**src/design/pmcg_pkg.sv**
```systemverilog
// constants and types shared by both ends of the power-mode link
// assumes one 20 MHz clock and byte-wide registers on the device
package pmcg_pkg;

  // ***************************************************
  // device register offsets
  // ***************************************************
  localparam logic [7:0] CHIP_CONFIG_OFS = 8'h01;
  localparam logic [7:0] POWER_MODE_CONTROL_OFS = 8'hdf;
  localparam logic [7:0] MEMORY_SLEEP_OPTION_OFS = 8'he0;
  localparam logic [7:0] REFRESH_SETTING_OFS = 8'he1;

  // field positions
  localparam int PM_REQ_BIT = 7;
  localparam int CC_PLL_STABLE_BIT = 7;
  localparam int CC_XTAL_EN_BIT = 0;
  localparam int MSO_SELF_REFRESH_BIT = 7;
  localparam int STS_POWER_SAVE_BIT = 1;

  // values after reset
  localparam logic [7:0] PMC_RST = 8'h00;
  localparam logic [7:0] MSO_RST = 8'h00;
  localparam logic [7:0] REFRESH_RST = 8'h00;

  // timing
  localparam int CLK_PERIOD_NS = 50;
  localparam int XTAL_START_NS = 1000;
  localparam int XTAL_START_CYCLES = (XTAL_START_NS + CLK_PERIOD_NS - 1) / CLK_PERIOD_NS;

  // ***************************************************
  // modes, clock sources, states
  // ***************************************************
  typedef enum logic [1:0] {
    PMCG_MODE_NORMAL = 2'h0,
    PMCG_MODE_STANDBY = 2'h1,
    PMCG_MODE_SUSPEND = 2'h2,
    PMCG_MODE_SLEEP = 2'h3
  } pmcg_mode_t;

  typedef enum logic [1:0] {
    PMCG_SRC_STOP = 2'h0,
    PMCG_SRC_PLL = 2'h1,
    PMCG_SRC_OSC = 2'h2
  } pmcg_src_t;

  typedef enum logic [3:0] {
    DEV_NORMAL = 4'h1,
    DEV_PREP = 4'h2,
    DEV_SAVING = 4'h4,
    DEV_WAKE = 4'h8
  } pmcg_dev_state_t;

  typedef enum logic [5:0] {
    H_IDLE = 6'h01,
    H_ISSUE = 6'h02,
    H_ADDR = 6'h04,
    H_DATA = 6'h08,
    H_STAT = 6'h10,
    H_CAPT = 6'h20
  } pmcg_host_state_t;

  // ***************************************************
  // controller registers and sequence ops
  // ***************************************************
  localparam logic [3:0] HOST_CTRL_OFS = 4'h0;
  localparam logic [3:0] HOST_REFRESH_OFS = 4'h1;
  localparam logic [3:0] HOST_STATUS_OFS = 4'h2;
  localparam logic [3:0] HOST_IRQ_STATUS_OFS = 4'h3;
  localparam logic [3:0] HOST_IRQ_MASK_OFS = 4'h4;
  localparam int CTRL_MEM_OPT_BIT = 2;
  localparam int CTRL_GO_BIT = 7;
  localparam int IRQ_ENTERED_BIT = 0;
  localparam int IRQ_RESUMED_BIT = 1;

  typedef enum logic [1:0] {
    OP_WRITE = 2'h0,
    OP_POLL_STS = 2'h1,
    OP_POLL_CC = 2'h2,
    OP_END = 2'h3
  } pmcg_op_t;

endpackage

```
**src/design/pmcg_if.sv**
```systemverilog
// register link between the power-mode controller and the device
// assumes both ends on one clock; read data follow one cycle later
`timescale 1ns/1ps
`default_nettype none
interface pmcg_if;
  logic bus_wr; // one-cycle write strobe
  logic bus_rd; // one-cycle read strobe
  logic bus_a0; // 0: address/status, 1: data
  logic [7:0] bus_wdata; // address or data byte
  logic [7:0] bus_rdata; // registered read answer

  modport device(input bus_wr, input bus_rd, input bus_a0, input bus_wdata, output bus_rdata);
  modport host(output bus_wr, output bus_rd, output bus_a0, output bus_wdata, input bus_rdata);
endinterface
`default_nettype wire

```
**src/design/pmcg_timer.sv**
```systemverilog
// settle timer: counts while enabled, done once the count is reached
// assumes en drops between uses so the count restarts
`timescale 1ns/1ps
`default_nettype none
module pmcg_timer #(
  parameter int W = 16,
  parameter logic [W-1:0] CYCLES = 16'h0014
) (
  // clock and reset
  input wire logic clk,
  input wire logic rst,
  // control
  input wire logic en,
  output logic done
);

  logic [W-1:0] cnt_r; // cycles spent enabled

  // ***************************************************
  // counter
  // ***************************************************
  // saturates at the target so done stays high while en holds
  always_ff @(posedge clk)
  begin
    if (rst || !en)
      cnt_r <= '0;
    else if (cnt_r != CYCLES)
      cnt_r <= cnt_r + 1'b1;
  end

  assign done = en && (cnt_r == CYCLES);

endmodule
`default_nettype wire

```
**src/design/pmcg_device.sv**
```systemverilog
// device end: power-mode registers, mode sequencer, clock steering
// assumes the controller end drives the link and keeps its own duties
// Function
// - mode field 01 standby, 10 suspend, 11 sleep
// - normal: all PLLs on, clocks from PLLs
// - standby: pixel stops, memory PLL, core oscillator
// - suspend: PLLs off, memory oscillator, pixel stops
// - sleep: all stop, core oscillator if serial
// - sleep stops oscillator only with parallel host
// - write mode, then request bit starts entry
// - clearing request bit restores normal mode
// - status bit one shows power-saving state
// - sleep option: 0 power-down, 1 self-refresh
// - host programs refresh setting before suspend
// - host re-enables stopped oscillator on exit
// - chip config bit seven shows PLLs stable
// - panel interface silent while power-saving
// - host turns panel off before power-saving
//
// The plain strobed port was decided locally.
`timescale 1ns/1ps
`default_nettype none
module pmcg_device import pmcg_pkg::*; #(
  parameter int XTAL_CYCLES = XTAL_START_CYCLES
) (
  // clock and reset
  input wire logic clk,
  input wire logic rst,
  // register link
  pmcg_if.device link,
  // straps and analog status
  input wire logic host_is_serial,
  input wire logic core_pll_locked,
  input wire logic memory_pll_locked,
  input wire logic pixel_pll_locked,
  // clock steering
  output pmcg_src_t core_clock_src,
  output pmcg_src_t memory_clock_src,
  output logic pixel_clock_en,
  output logic core_pll_en,
  output logic memory_pll_en,
  output logic pixel_pll_en,
  output logic crystal_source_en,
  // display memory and panel
  output logic mem_self_refresh,
  output logic mem_power_down,
  output logic [7:0] refresh_setting,
  output logic panel_active
);

  // ***************************************************
  // declarations
  // ***************************************************
  logic [7:0] addr_r; // register pointer from address cycle
  logic [7:0] pmc_r; // mode field and request bit
  logic [7:0] mso_r; // memory sleep option
  logic [7:0] refresh_r; // memory refresh setting
  logic [7:0] rdata_r; // registered read answer
  logic xtal_run_r; // oscillator running
  pmcg_mode_t pm_mode; // mode field as written
  pmcg_mode_t active_mode_r; // mode latched at entry
  logic active_opt_r; // sleep option latched at entry
  pmcg_dev_state_t state_r;
  pmcg_dev_state_t state_nxt;
  logic req; // request bit
  logic data_wr; // data write cycle
  logic stop_xtal; // prep cycle with parallel host, in any mode
  logic xtal_wr; // host writes the oscillator enable
  logic wake_ok; // oscillator settled during wake
  logic pll_on; // PLL enable, next state
  logic all_locked; // every PLL reports lock
  logic pll_stable; // PLLs on and locked
  logic saving_nxt; // power-saving as seen in status
  pmcg_src_t core_nxt;
  pmcg_src_t mem_nxt;

  assign pm_mode = pmcg_mode_t'(pmc_r[1:0]);
  assign req = pmc_r[PM_REQ_BIT];
  assign data_wr = link.bus_wr && link.bus_a0;
  assign all_locked = core_pll_locked && memory_pll_locked && pixel_pll_locked;
  assign pll_stable = core_pll_en && all_locked;
  assign xtal_wr = data_wr && (addr_r == CHIP_CONFIG_OFS) && link.bus_wdata[CC_XTAL_EN_BIT];
  assign stop_xtal = (state_r == DEV_PREP) && !host_is_serial;

  // ***************************************************
  // register writes
  // ***************************************************
  // address cycle loads the pointer used by data cycles
  always_ff @(posedge clk)
  begin
    if (rst)
      addr_r <= 8'h00;
    else if (link.bus_wr && !link.bus_a0)
      addr_r <= link.bus_wdata;
  end

  // mode control: field first, request bit after it
  always_ff @(posedge clk)
  begin
    if (rst)
      pmc_r <= PMC_RST;
    else if (data_wr && (addr_r == POWER_MODE_CONTROL_OFS))
      pmc_r <= link.bus_wdata;
  end

  // memory sleep option and refresh setting
  always_ff @(posedge clk)
  begin
    if (rst)
    begin
      mso_r <= MSO_RST;
      refresh_r <= REFRESH_RST;
    end
    else if (data_wr && (addr_r == MEMORY_SLEEP_OPTION_OFS))
      mso_r <= link.bus_wdata;
    else if (data_wr && (addr_r == REFRESH_SETTING_OFS))
      refresh_r <= link.bus_wdata;
  end

  // oscillator run flag; the host's enable write beats a same-cycle stop
  always_ff @(posedge clk)
  begin
    if (rst)
      xtal_run_r <= 1'b1;
    else if (xtal_wr)
      xtal_run_r <= 1'b1;
    else if (stop_xtal && (active_mode_r == PMCG_MODE_SLEEP))
      xtal_run_r <= 1'b0;
  end

  // ***************************************************
  // register reads
  // ***************************************************
  // status read when a0 is low, pointed register when high
  always_ff @(posedge clk)
  begin
    if (rst)
      rdata_r <= 8'h00;
    else if (link.bus_rd && !link.bus_a0)
      rdata_r <= 8'(saving_nxt) << STS_POWER_SAVE_BIT;
    else if (link.bus_rd)
    begin
      case (addr_r)
        CHIP_CONFIG_OFS:
          rdata_r <= (8'(pll_stable) << CC_PLL_STABLE_BIT)
                   | (8'(xtal_run_r) << CC_XTAL_EN_BIT);
        POWER_MODE_CONTROL_OFS: rdata_r <= pmc_r;
        MEMORY_SLEEP_OPTION_OFS: rdata_r <= mso_r;
        REFRESH_SETTING_OFS: rdata_r <= refresh_r;
        default: rdata_r <= 8'h00; // unmapped reads as zero
      endcase
    end
  end

  assign link.bus_rdata = rdata_r;

  // ***************************************************
  // mode sequencer
  // ***************************************************
  // oscillator startup wait before PLLs are restarted
  pmcg_timer #(
    .W(16),
    .CYCLES(16'(XTAL_CYCLES))
  ) u_xtal_timer (
    .clk(clk),
    .rst(rst),
    .en((state_r == DEV_WAKE) && xtal_run_r),
    .done(wake_ok)
  );

  // next state; a request with mode normal is ignored
  always_comb
  begin
    state_nxt = state_r;
    case (state_r)
      DEV_NORMAL:
        if (req && (pm_mode != PMCG_MODE_NORMAL))
          state_nxt = DEV_PREP;
      DEV_PREP:
        state_nxt = DEV_SAVING;
      DEV_SAVING:
        if (!req)
          state_nxt = DEV_WAKE;
      DEV_WAKE:
        if (wake_ok && pll_stable)
          state_nxt = DEV_NORMAL;
      default:
        state_nxt = DEV_NORMAL;
    endcase
  end

  // state register
  always_ff @(posedge clk)
  begin
    if (rst)
      state_r <= DEV_NORMAL;
    else
      state_r <= state_nxt;
  end

  // mode and sleep option are frozen for the whole excursion
  always_ff @(posedge clk)
  begin
    if (rst)
    begin
      active_mode_r <= PMCG_MODE_NORMAL;
      active_opt_r <= 1'b0;
    end
    else if ((state_r == DEV_NORMAL) && (state_nxt == DEV_PREP))
    begin
      active_mode_r <= pm_mode;
      active_opt_r <= mso_r[MSO_SELF_REFRESH_BIT];
    end
  end

  // status shows saving from prep until wake has finished
  assign saving_nxt = (state_r != DEV_NORMAL);

  // ***************************************************
  // clock steering, next values
  // ***************************************************
  // prep keeps normal clocks; memory parking and the new clocks both start in the first saving cycle
  always_comb
  begin
    core_nxt = PMCG_SRC_PLL;
    mem_nxt = PMCG_SRC_PLL;
    pll_on = 1'b1;
    if ((state_nxt == DEV_SAVING) || (state_nxt == DEV_WAKE))
    begin
      case (active_mode_r)
        PMCG_MODE_STANDBY:
        begin
          core_nxt = PMCG_SRC_OSC;
          mem_nxt = PMCG_SRC_PLL;
        end
        PMCG_MODE_SUSPEND:
        begin
          pll_on = 1'b0;
          mem_nxt = PMCG_SRC_OSC;
          core_nxt = host_is_serial ? PMCG_SRC_OSC : PMCG_SRC_STOP;
        end
        PMCG_MODE_SLEEP:
        begin
          pll_on = 1'b0;
          mem_nxt = PMCG_SRC_STOP;
          core_nxt = host_is_serial ? PMCG_SRC_OSC : PMCG_SRC_STOP;
        end
        default:
        begin
          core_nxt = PMCG_SRC_PLL;
          mem_nxt = PMCG_SRC_PLL;
        end
      endcase
      // wake brings the PLLs up once the oscillator has settled
      if ((state_nxt == DEV_WAKE) && wake_ok)
        pll_on = 1'b1;
    end
  end

  // ***************************************************
  // registered outputs
  // ***************************************************
  // clock sources and PLL enables
  always_ff @(posedge clk)
  begin
    if (rst)
    begin
      core_clock_src <= PMCG_SRC_PLL;
      memory_clock_src <= PMCG_SRC_PLL;
      core_pll_en <= 1'b1;
      memory_pll_en <= 1'b1;
      pixel_pll_en <= 1'b1;
    end
    else
    begin
      core_clock_src <= core_nxt;
      memory_clock_src <= mem_nxt;
      core_pll_en <= pll_on;
      memory_pll_en <= pll_on;
      pixel_pll_en <= pll_on;
    end
  end

  // pixel clock and panel only in normal
  always_ff @(posedge clk)
  begin
    if (rst)
    begin
      pixel_clock_en <= 1'b1;
      panel_active <= 1'b1;
    end
    else
    begin
      pixel_clock_en <= (state_nxt == DEV_NORMAL);
      panel_active <= (state_nxt == DEV_NORMAL);
    end
  end

  // memory parking held from the first saving cycle of a sleep until normal
  always_ff @(posedge clk)
  begin
    if (rst)
    begin
      mem_self_refresh <= 1'b0;
      mem_power_down <= 1'b0;
    end
    else
    begin
      mem_self_refresh <= (state_r != DEV_NORMAL) && (state_nxt != DEV_NORMAL)
                        && (active_mode_r == PMCG_MODE_SLEEP) && active_opt_r;
      mem_power_down <= (state_r != DEV_NORMAL) && (state_nxt != DEV_NORMAL)
                      && (active_mode_r == PMCG_MODE_SLEEP) && !active_opt_r;
    end
  end

  assign crystal_source_en = xtal_run_r;
  assign refresh_setting = refresh_r;

endmodule
`default_nettype wire

```
**src/flat_wrapper.sv**
```systemverilog
// flat-port wrapper written by rule: the top's interface ports become plain ports
module pmcg_device_flat import pmcg_pkg::*;
#(
  parameter int XTAL_CYCLES = XTAL_START_CYCLES
)
  (clk, rst, host_is_serial, core_pll_locked, memory_pll_locked, pixel_pll_locked, core_clock_src, memory_clock_src, pixel_clock_en, core_pll_en, memory_pll_en, pixel_pll_en, crystal_source_en, mem_self_refresh, mem_power_down, refresh_setting, panel_active, link_bus_wr, link_bus_rd, link_bus_a0, link_bus_wdata, link_bus_rdata);
  pmcg_if link_i ();
  input wire logic clk;
  input wire logic rst;
  input wire logic host_is_serial;
  input wire logic core_pll_locked;
  input wire logic memory_pll_locked;
  input wire logic pixel_pll_locked;
  output pmcg_src_t core_clock_src;
  output pmcg_src_t memory_clock_src;
  output logic pixel_clock_en;
  output logic core_pll_en;
  output logic memory_pll_en;
  output logic pixel_pll_en;
  output logic crystal_source_en;
  output logic mem_self_refresh;
  output logic mem_power_down;
  output logic [7:0] refresh_setting;
  output logic panel_active;
  input wire logic [$bits(link_i.bus_wr)-1:0] link_bus_wr;
  input wire logic [$bits(link_i.bus_rd)-1:0] link_bus_rd;
  input wire logic [$bits(link_i.bus_a0)-1:0] link_bus_a0;
  input wire logic [$bits(link_i.bus_wdata)-1:0] link_bus_wdata;
  output wire logic [$bits(link_i.bus_rdata)-1:0] link_bus_rdata;
  assign link_i.bus_wr = link_bus_wr;
  assign link_i.bus_rd = link_bus_rd;
  assign link_i.bus_a0 = link_bus_a0;
  assign link_i.bus_wdata = link_bus_wdata;
  assign link_bus_rdata = link_i.bus_rdata;
  pmcg_device #(.XTAL_CYCLES(XTAL_CYCLES)) u_core (.clk(clk), .rst(rst), .link(link_i), .host_is_serial(host_is_serial), .core_pll_locked(core_pll_locked), .memory_pll_locked(memory_pll_locked), .pixel_pll_locked(pixel_pll_locked), .core_clock_src(core_clock_src), .memory_clock_src(memory_clock_src), .pixel_clock_en(pixel_clock_en), .core_pll_en(core_pll_en), .memory_pll_en(memory_pll_en), .pixel_pll_en(pixel_pll_en), .crystal_source_en(crystal_source_en), .mem_self_refresh(mem_self_refresh), .mem_power_down(mem_power_down), .refresh_setting(refresh_setting), .panel_active(panel_active));
endmodule
```
**config.mk**
```make
export PLATFORM = sky130hd
export DESIGN_NAME = pmcg_device_flat
export DESIGN_NICKNAME = d
export VERILOG_FILES = /design/src/design/pmcg_pkg.sv /design/src/design/pmcg_if.sv /design/src/design/pmcg_timer.sv /design/src/design/pmcg_device.sv /design/src/flat_wrapper.sv
export SDC_FILE = /design/constraint.sdc
export NUM_CORES = 1
export LEC_CHECK = 0
export ABC_AREA = 1
export BUFFER_PORTS_ARGS = -buffer_cell sky130_fd_sc_hd__buf_2
export CAP_MARGIN = 0
export CORE_AREA = 2 2 80 82
export DETAILED_ROUTE_END_ITERATION = 6
export DIE_AREA = 0 0 82 84
export PLACE_DENSITY = 0.76
export SKIP_CTS_REPAIR_TIMING = 1
export SYNTH_ARGS = -nofsm -noshare
export SYNTH_HDL_FRONTEND = slang
export SYNTH_SLANG_ARGS = --single-unit
```
**constraint.sdc**
```tcl
create_clock -name clk -period 4.6 [get_ports clk]
set_clock_uncertainty 0.15 [all_clocks]
set_input_delay 0.46 -clock clk [delete_from_list [all_inputs] [get_ports clk]]
set_output_delay 0.46 -clock clk [all_outputs]
set_load 0.1 [all_outputs]
```
==> run_results.csv, run 1 <==
group,metric,value,unit
global_routing,antenna_found_initial,0,
drt,num_vias,3026,
finish,postLayoutCellArea,0.003702,mm2
synth,syn_nets,465,
drt,viasPerCell,5.309,
global_routing,grt_max_degree,27,
setup_path,r2r_start,"u_core.addr_r[0]$_SDFFE_PP0P_",
setup_path,cp-start-kind,"flip-flop",
synth,synth_cell_type_count,30,
placement,place_area,0.003482,mm2
floorplanning,die_area,0.006888,mm2
global_routing,grt_first_pass_wirelength,12.45,mm
floorplanning,initial_core_util,53.22,%
floorplanning,num_io_pins,45,
drt,drcViolationCount,0,
sta,hold_viol_final,0,
worst_hold_path,whs_endpoint,"u_core.core_clock_src[1]$_SDFF_PP0_",
setup_path,path_delay_family,"buffers and inverters",
synth,synth_edf_count,0,
synth,synth.yosys.seq_area_share,44.43,%
synth,synthCells,446,
sta,setup_violations,0,
clock_tree,insertion_delay,0.34,ns
worst_hold_path,hp-class,"in -> reg",
setup_path,crit_buf_inv,1,
drt,dr.pass1.iters,4,
global_routing,gr-total-overflow,0,
placement,place_ws,2.504,ns
sta,rsz0062_at_grt,"no",
sta,tightest_slew,0.6336,ns
finish,final_common_cell,"nand2_1",
worst_hold_path,hp-start,"host_is_serial",
placement,dp_cells,554,
setup_path,end_kind,"output pin",
setup_path,crit_required,3.99,ns
sta,drv_slew,0,
global_routing,grt_usage,22.92,%
synth,async_flop_share,0,%
worst_hold_path,min_path_cells,3,
run,maxCapViolations,0,
finish,finalNonFillerCells,570,
floorplanning,die_h,84,um
placement,io_buffers,44,
setup_path,cp.arrival,1.17,ns
finish,final_cell_mix,"97 x nand2_1, 72 x dfxtp_1, 54 x a21oi_1",
sta,slew_headroom,57.72,%
power,ir_drop,0.1949,mV
finish,drive_gt1_share,18.66,%
clock_tree,h-tree-depth,3,
drt,drtIter0Drc,185,
setup_path,critPathSlowestCell,"buf_2",
drt,final_antenna_net_count,0,
synth,synth_top_flop_cell,"dfxtp_1",
clock_tree,cts_buffer_depth,2,
setup_path,cpPeakStageDelay,0.45,ns
drt,wl_per_cell,12.89,um
run_status,status,"complete, no violations",
sta,period_needed,1.784,ns
setup_path,path_class,"reg -> out",
setup_path,worstReg2RegEnd,"u_core.pmc_r[2]$_SDFFE_PP0P_",
power,power_leakage,1.384,nW
synth,syn_avg_cell_area,7.274,um2
setup_path,crit_chain,"buf_2",
floorplanning,fp.dieW,82,um
clock_tree,clk_pin_slew,0.08,ns
sta,timing.final.ws_setup,2.816,ns
synth,synthesis.area,0.003244,mm2
sta,min_period_over_period,38.78,%
placement,gp_congestion,0.8611,
finish,area_growth,14.11,%
synth,synth-seq-cells,72,
sta,setup_tns,0,ns
floorplanning,core_area,0.006096,mm2
setup_path,r2r_cells,5,
placement,dpl.hpwl,5.434,mm
setup_path,path_depth,1,
setup_path,crit_path_max_fanout,3,
global_routing,grt_pass1_vias,2837,
synth,yosys_warnings,0,
clock_tree,cts_sinks,72,
clock_tree,numCtsBuffers,9,
clock_tree,cts_tree,"yes",
finish,n_antenna_cell,0,
clock_tree,clock_tree.root_cell,"clkbuf_8",
sta,fmax,0.5606,GHz
setup_path,rrSetupSlack,2.87,ns
finish,fillCellCount,570,
power,p_per_area,330.9,mW/mm2
drt,wirelength,7.346,mm
finish,fin_nets,507,
floorplanning,fp-row-count,29,
## through the flow
step                total power, mW  hold slack, ns  util [%]
finish                        1.225          0.2363     60.73
global route                  1.273          0.2302     60.73
CTS                           1.237          0.2247     60.73
detailed placement           0.6932          0.2899     57.12
global placement             0.6920          0.2805     57.12
floorplan                    0.6745          0.2653         -
## worst register-to-register path, delay by kind of cell (launching register included)
family / cells / cell delay, ns
flops: 1 / 0.35
simple gates: 3 / 0.78
compound gates: 2 / 0.34
## report_power, final
group,total [mW],switching (mW),internal [mW]
clock network,0.546,0.238,0.308
logic,0.0484,0.0351,0.0133
registers,0.630,0.00276,0.628
total,1.23,0.276,0.949
## layer usage
metal | share of wire (%) | vias to the layer above | global-route usage [%]
li1 | - | 1539 | -
met1 | 46 | 1377 | 31.10
met2 | 47 | 96 | 35.33
met3 | 6.2 | 14 | 5.844
met4 | 1.4 | 0 | 7.424
met5 | 0 | - | 0
## registers in the layout, summed over array words and instances, names as in the netlist, 2 cells and up
register                   count
u_core.u_xtal_timer.cnt_r     16
u_core.addr_r                  8
u_core.link.bus_rdata          8
u_core.mso_r                   8
u_core.pmc_r                   8
u_core.refresh_setting         8
u_core.state_r                 4
u_core.active_mode_r           2
u_core.core_clock_src          2
u_core.memory_clock_src        2
## worst max path at each step
stage	from	end	slack [ns]
finish	u_core.refresh_setting[1]$_SDFFE_PP0P_	refresh_setting[1]	2.82
global route	rst	u_core.link.bus_rdata[6]$_SDFFE_PP0P_	2.69
CTS	u_core.refresh_setting[1]$_SDFFE_PP0P_	refresh_setting[1]	2.80
detailed placement	rst	u_core.link.bus_rdata[7]$_SDFFE_PP0P_	2.50
global placement	rst	u_core.link.bus_rdata[4]$_SDFFE_PP0P_	2.53
floorplan	u_core.core_pll_en$_SDFF_PP1_	memory_pll_en	2.60
## layout make-up
type	count	area, um2	share of cell area, %
clock buffer	10	127.6	3.447
clock inverter	6	92.59	2.501
inverter	53	198.9	5.373
multi-input combinational	308	1525	41.20
sequential	72	1441	38.93
tap	77	96.34	2.602
timing repair buffer	44	220.2	5.948
## synth_stat cells (5+ instances only)
| cell type | instances | area (um2) |
|---|---|---|
| nor2_2 | 6 | 37.54 |
| dfxtp_1 | 72 | 1441 |
| o21ai_0 | 29 | 145.1 |
| nor2_1 | 32 | 120.1 |
| a21oi_1 | 54 | 270.3 |
| inv_2 | 7 | 26.28 |
| inv_1 | 45 | 168.9 |
| nor3_1 | 9 | 45.04 |
| nand2_1 | 97 | 364.1 |
| nand3_1 | 44 | 220.2 |
| clkbuf_1 | 5 | 18.77 |
| nor2_4 | 7 | 78.83 |
| nand4_1 | 6 | 37.54 |
| nand2_2 | 5 | 31.28 |
## logic make-up after synthesis
kind of cell	count (synthesis)	synth area share (%)
compound gates	91	14.92
xor+xnor	2	0.5400
fa+ha+maj	2	0.7712
buf+inv	66	8.561
flops	72	44.43
simple gates	213	30.78
(Power assumes the default switching activity.)
==> run 2, diff against run 1 <==
ABC_AREA = 0   (was 1)
PLACE_DENSITY = 0.75   (was 0.76)
clock period = 1.79 ns   (was 4.6 ns; I/O delays follow)
==> run 2 against run 1 <==
Compared with the run above:
- combinational power rose to 3.6 times the previous value
- the flow now finishes with violations (negative hold slack, negative setup slack)
- power rose to 2.6 times the previous value
- sequential cell count did not move
- non-clock buffer count rose by 56
- cell area rose by 19%
- global-route usage rose by 1.1 points
==> run_results.csv, run 2 <==
group,metric,value,unit
run_status,status,"finished with violations",
run_status,violations,"negative hold slack, negative setup slack",
setup_path,path_class,"reg -> reg",
synth,synthCells,345,
power,p_switching,0.7767,mW
finish,fillCellCount,444,
power,p_per_area,736.3,mW/mm2
sta,setup_violations,5,
synth,synth_area_leaders,"dfxtp_1 45%, mux2i_1 11%, nor2_1 5.6%",
sta,slew_headroom,63.60,%
clock_tree,cts_tree,"yes",
setup_path,crit_chain,"buf_6 > or3b_4 > or3_4 > or4_1 > nand2_1",
drt,final_antenna_net_count,0,
synth,synth.top_cell.area_share,44.89,%
clock_tree,numCtsBuffers,9,
placement,io_buffers,44,
synth,yosys_warnings,0,
sta,min_period_over_period,104.9,%
power,power.internal,2.467,mW
placement,gp_congestion,0.8882,
sta,whs,-0.01118,ns
placement,place_area,0.003855,mm2
global_routing,grt_first_pass_wirelength,12.89,mm
synth,yosysTopAreaCell,"dfxtp_1",
floorplanning,die_area,0.006888,mm2
global_routing,grt_pass1_vias,2829,
synth,synth_edf_count,0,
setup_path,rrSetupSlack,-0.09,ns
clock_tree,clock_tree.root_cell,"clkbuf_8",
clock_tree,clk_pin_slew,0.08,ns
run,maxCapViolations,0,
power,share_seq_of_total_power,50.0,%
synth,syn_nets,364,
drt,viasPerCell,5.810,
floorplanning,fp.dieW,82,um
sta,tightest_slew,0.5323,ns
floorplanning,fp-row-count,29,
synth,synth_top_flop_cell,"dfxtp_1",
finish,final_common_cell,"dfxtp_1",
sta,timing.final.ws_setup,-0.08810,ns
power,clkPwrFrac,44.6,%
sta,period_needed,1.878,ns
clock_tree,insertion_delay,0.35,ns
setup_path,r2r_start,"u_core.state_r[1]$_SDFF_PP0_",
sta,drv_slew,0,
floorplanning,num_io_pins,45,
finish,n_antenna_cell,0,
drt,dr.pass1.iters,4,
synth,syn_avg_cell_area,9.306,um2
global_routing,gr-total-overflow,0,
worst_hold_path,min_path_cells,3,
clock_tree,cts_sinks,72,
synth,synth.most_common_cell,"dfxtp_1",
synth,synth_commonest_cells,"72 x dfxtp_1, 48 x nor2_1, 36 x mux2i_1",
setup_path,cp.arrival,2.03,ns
setup_path,r2r_cells,5,
finish,top_register,"u_core.u_xtal_timer.cnt_r",
global_routing,antenna_found_initial,0,
synth,async_flop_share,0,%
setup_path,end_kind,"flip-flop",
power,share_comb_of_total_power,5.4,%
worst_hold_path,whs_endpoint,"u_core.pmc_r[7]$_SDFFE_PP0P_",
synth,synthesis.area,0.003211,mm2
synth,synth_cell_type_count,50,
sta,fmax,0.5325,GHz
sta,setup_tns,-0.2280,ns
setup_path,critPathSlowestCell,"or4_1",
setup_path,worstReg2RegEnd,"u_core.u_xtal_timer.cnt_r[12]$_SDFFE_PP0P_",
floorplanning,core_area,0.006096,mm2
power,power,3.244,mW
drt,num_vias,3004,
power,power_leakage,1.803,nW
setup_path,cpPeakStageDelay,0.40,ns
sta,hold_viol_final,3,
clock_tree,h-tree-depth,3,
synth,synth.yosys.seq_area_share,44.89,%
drt,wirelength,8.218,mm
setup_path,crit_path_max_fanout,4,
finish,area_growth,37.22,%
finish,largest_reg_flops,16,
worst_hold_path,hp-class,"in -> reg",
finish,postLayoutCellArea,0.004405,mm2
floorplanning,die_h,84,um
clock_tree,cts_buffer_depth,2,
finish,final_cell_mix,"56 x dfxtp_1, 48 x nor2_1, 44 x buf_2, 44 x buf_4, 36 x mux2i_1",
placement,dpl.hpwl,5.628,mm
setup_path,crit_required,1.94,ns
global_routing,grt_max_degree,49,
worst_hold_path,hp-start,"link_bus_wdata[7]",
finish,finalCoreUtilization,72.27,%
finish,drive_gt1_share,37.27,%
floorplanning,initial_core_util,52.67,%
power,switching_share,23.94,%
synth,synth-seq-cells,72,
sta,rsz0062_at_grt,"yes",
power,ir_drop,0.7894,mV
drt,wl_per_cell,15.90,um
drt,drcViolationCount,0,
global_routing,grt_usage,23.97,%
setup_path,cp-start-kind,"flip-flop",
finish,fin_nets,454,
drt,drtIter0Drc,156,
run 2: cell count changes after synthesis, moves of 8 or more:
cell	previous run	this run
a21oi_1	54	10
clkbuf_1	5	16
inv_1	45	8
mux2i_1	0	36
nand2_1	97	11
nand2b_1	0	8
nand3_1	44	11
nor2_1	32	48
o21ai_0	29	10
run 2: critical path: cells and delay by family (launching register included):
family / cells / cell delay, ns
and+or+nand+nor: 4 / 1.21
DFF: 1 / 0.35
buffers and inverters: 1 / 0.11
run 2: layout make-up:
class / instances / area (um2) / share of cell area (%)
clock buffers: 9 / 123.9 / 2.812
clock inverters: 7 / 95.09 / 2.158
inverters: 8 / 30.03 / 0.6816
multi-input cells: 244 / 1899 / 43.11
flip-flops and latches: 72 / 1466 / 33.29
well taps: 77 / 96.34 / 2.187
repair buffers: 100 / 694.4 / 15.76
run 2: power groups by stage:
stage	combinational, mW	clock, mW	sequential [mW]
2_1_floorplan	0.0634	0	1.68
3_3_place_gp	0.147	0	1.66
3_5_place_dp	0.151	0	1.66
4_1_cts	0.151	1.45	1.62
5_1_grt	0.190	1.52	1.62
6_report	0.176	1.45	1.62
run 2: how the worst max path moves through the flow:
stage | from | to | slack (ns) | cells after the start
4_1_cts | u_core.u_xtal_timer.cnt_r[0]$_SDFFE_PP0P_ | u_core.state_r[0]$_SDFF_PP1_ | -0.32 | 7
3_3_place_gp | u_core.u_xtal_timer.cnt_r[0]$_SDFFE_PP0P_ | u_core.mem_self_refresh$_SDFF_PP0_ | -0.13 | 7
3_5_place_dp | u_core.u_xtal_timer.cnt_r[0]$_SDFFE_PP0P_ | u_core.mem_self_refresh$_SDFF_PP0_ | -0.29 | 7
5_1_grt | u_core.u_xtal_timer.cnt_r[12]$_SDFFE_PP0P_ | u_core.u_xtal_timer.cnt_r[15]$_SDFFE_PP0P_ | -0.13 | 4
2_1_floorplan | u_core.state_r[2]$_SDFF_PP0_ | u_core.u_xtal_timer.cnt_r[12]$_SDFFE_PP0P_ | -0.17 | 6
6_report | u_core.state_r[1]$_SDFF_PP0_ | u_core.u_xtal_timer.cnt_r[12]$_SDFFE_PP0P_ | -0.09 | 5
run 2: kinds of logic (layout without fill, tap and decap cells):
logic type	count (synthesis)	count (layout)	share of synthesized area (%)
compound gates	66	66	15.08
xor+xnor	6	6	1.637
fa+ha+maj	2	2	0.7793
buf+inv	29	124	3.819
flops	72	72	44.89
mux	36	36	11.22
simple gates	134	134	22.56
run 2: metrics by stage:
stage               setup WS [ns]  std cells  hold WS [ns]
finish                   -0.08810        517      -0.01118
global route              -0.1285        517       0.01502
CTS                       -0.3230        508      -0.06224
detailed placement        -0.2940        492        0.2760
global placement          -0.1301        492        0.2770
floorplan                 -0.1697        345        0.1506
run 2: layer usage:
metal	vias up	track usage, %	part of all wire [%]
met5	-	0	0
met1	1460	30.78	44
met4	0	11.82	2.1
met3	17	4.113	3.9
met2	78	38.21	50
li1	1449	-	-
==> run 3, diff against run 2 <==
GPL_TIMING_DRIVEN = 0   (was default)
==> run 3 against run 2 <==
Compared with the run above:
- the run still ends with negative hold slack, negative setup slack left
- critical path depth shrank 1
- die area did not move
- sequential power barely moved
- critical endpoint is now u_core.state_r[3]$_SDFF_PP0_
==> run_results.csv, run 3 (synthesized netlist as in run 2, its figures left out) <==
group,metric,value,unit
clock_tree,clk_pin_slew,0.07,ns
finish,fin_nets,426,
sta,hold_viol_final,7,
global_routing,grt_pass1_vias,2647,
finish,top_register,"u_core.u_xtal_timer.cnt_r",
finish,drive_gt1_share,32.77,%
floorplanning,fp-row-count,29,
placement,dpl.hpwl,5.323,mm
clock_tree,insertion_delay,0.34,ns
global_routing,antenna_found_initial,0,
placement,dp_cells,466,
finish,finalNonFillerCells,489,
sta,tightest_slew,0.5852,ns
drt,drtIter0Drc,90,
drt,dr.pass1.iters,4,
sta,timing.final.ws_setup,-0.1020,ns
clock_tree,clock_tree.root_cell,"clkbuf_8",
floorplanning,die_h,84,um
drt,wl_per_cell,16.33,um
floorplanning,initial_core_util,52.67,%
sta,setup_violations,12,
sta,whs,-0.005534,ns
global_routing,grt_max_degree,13,
finish,area_growth,27.28,%
drt,viasPerCell,5.924,
finish,final_common_cell,"dfxtp_1",
power,clkPwrFrac,43.0,%
power,power.internal,2.369,mW
setup_path,cp.arrival,1.97,ns
placement,place_area,0.003581,mm2
drt,drcViolationCount,0,
finish,final_cell_mix,"51 x dfxtp_1, 48 x nor2_1, 44 x buf_2",
finish,multiInputGateArea,0.001863,mm2
placement,place_ws,-0.5803,ns
power,power,3.105,mW
clock_tree,numCtsBuffers,9,
drt,final_antenna_net_count,0,
placement,gp_congestion,0.8197,
finish,n_antenna_cell,0,
clock_tree,cts_tree,"yes",
drt,num_vias,2897,
clock_tree,h-tree-depth,3,
power,p_per_area,759.7,mW/mm2
floorplanning,core_area,0.006096,mm2
sta,fmax,0.5285,GHz
finish,finalCoreUtilization,67.04,%
finish,fillCellCount,493,
global_routing,gr-total-overflow,0,
worst_hold_path,hp-class,"in -> reg",
sta,period_needed,1.892,ns
setup_path,path_class,"reg -> reg",
power,ir_drop,0.5446,mV
global_routing,grt_first_pass_wirelength,12.12,mm
clock_tree,cts_buffer_depth,2,
run,maxCapViolations,0,
sta,slew_headroom,60.99,%
finish,postLayoutCellArea,0.004086,mm2
run_status,status,"finished with violations",
clock_tree,cts_sinks,72,
floorplanning,num_io_pins,45,
finish,largest_reg_flops,16,
sta,rsz0062_at_grt,"yes",
run_status,violations,"negative hold slack, negative setup slack",
finish,regArea,0.001485,mm2
drt,wirelength,7.987,mm
power,power_leakage,1.597,nW
power,share_seq_of_total_power,52.0,%
floorplanning,die_area,0.006888,mm2
placement,io_buffers,44,
setup_path,crit_required,1.87,ns
power,share_comb_of_total_power,4.9,%
sta,setup_tns,-0.8083,ns
power,switching_share,23.69,%
global_routing,grt_usage,22.91,%
setup_path,end_kind,"flip-flop",
floorplanning,fp.dieW,82,um
sta,min_period_over_period,105.7,%
sta,drv_slew,0,
setup_path,cp-start-kind,"flip-flop",
power,p_switching,0.7354,mW
setup_path,crit_path_max_fanout,7,
run 3: path summary, 6_finish.rpt:
check                                   startpoint                          endpoint  slack [ns]  depth (start not counted)
setup reg to reg      u_core.state_r[1]$_SDFF_PP0_      u_core.state_r[3]$_SDFF_PP0_       -0.10                          4
hold reg to reg   u_core.active_opt_r$_SDFFE_PP0P_  u_core.mem_power_down$_SDFF_PP0_        0.31                          1
hold / removal                   link_bus_wdata[2]      u_core.mso_r[2]$_SDFFE_PP0P_      -0.006                          3
setup / recovery      u_core.state_r[1]$_SDFF_PP0_      u_core.state_r[3]$_SDFF_PP0_       -0.10                          4
run 3: area by class of cell:
type / instances / area share, %
repair buffers: 58 / 8.175
clock buffers: 11 / 3.705
flip-flops and latches: 72 / 36.34
inverters: 8 / 0.7348
multi-input cells: 244 / 45.59
clock inverters: 5 / 1.347
well taps: 77 / 2.358
plain buffers: 14 / 1.745
run 3: power by group through the flow:
stage	Combinational (mW)	Clock, mW	Sequential [mW]
final	0.152	1.34	1.62
after global routing	0.164	1.42	1.62
after CTS	0.139	1.33	1.62
after detailed placement	0.138	0	1.66
after global placement	0.135	0	1.66
after floorplan	0.0634	0	1.68
run 3: per-layer routing:
metal	global-route usage, %	wire length [um]
met1	28.73	3446
met4	10.61	180
met2	36.59	3953
met5	0	0
met3	5.411	406
run 3: critical path, cell delays in order (launching register included):
cell and delay, ns:
dfxtp_4 0.38, or4b_4 0.58, o311ai_4 0.14, o311ai_4 0.21
a2111oi_2 0.32
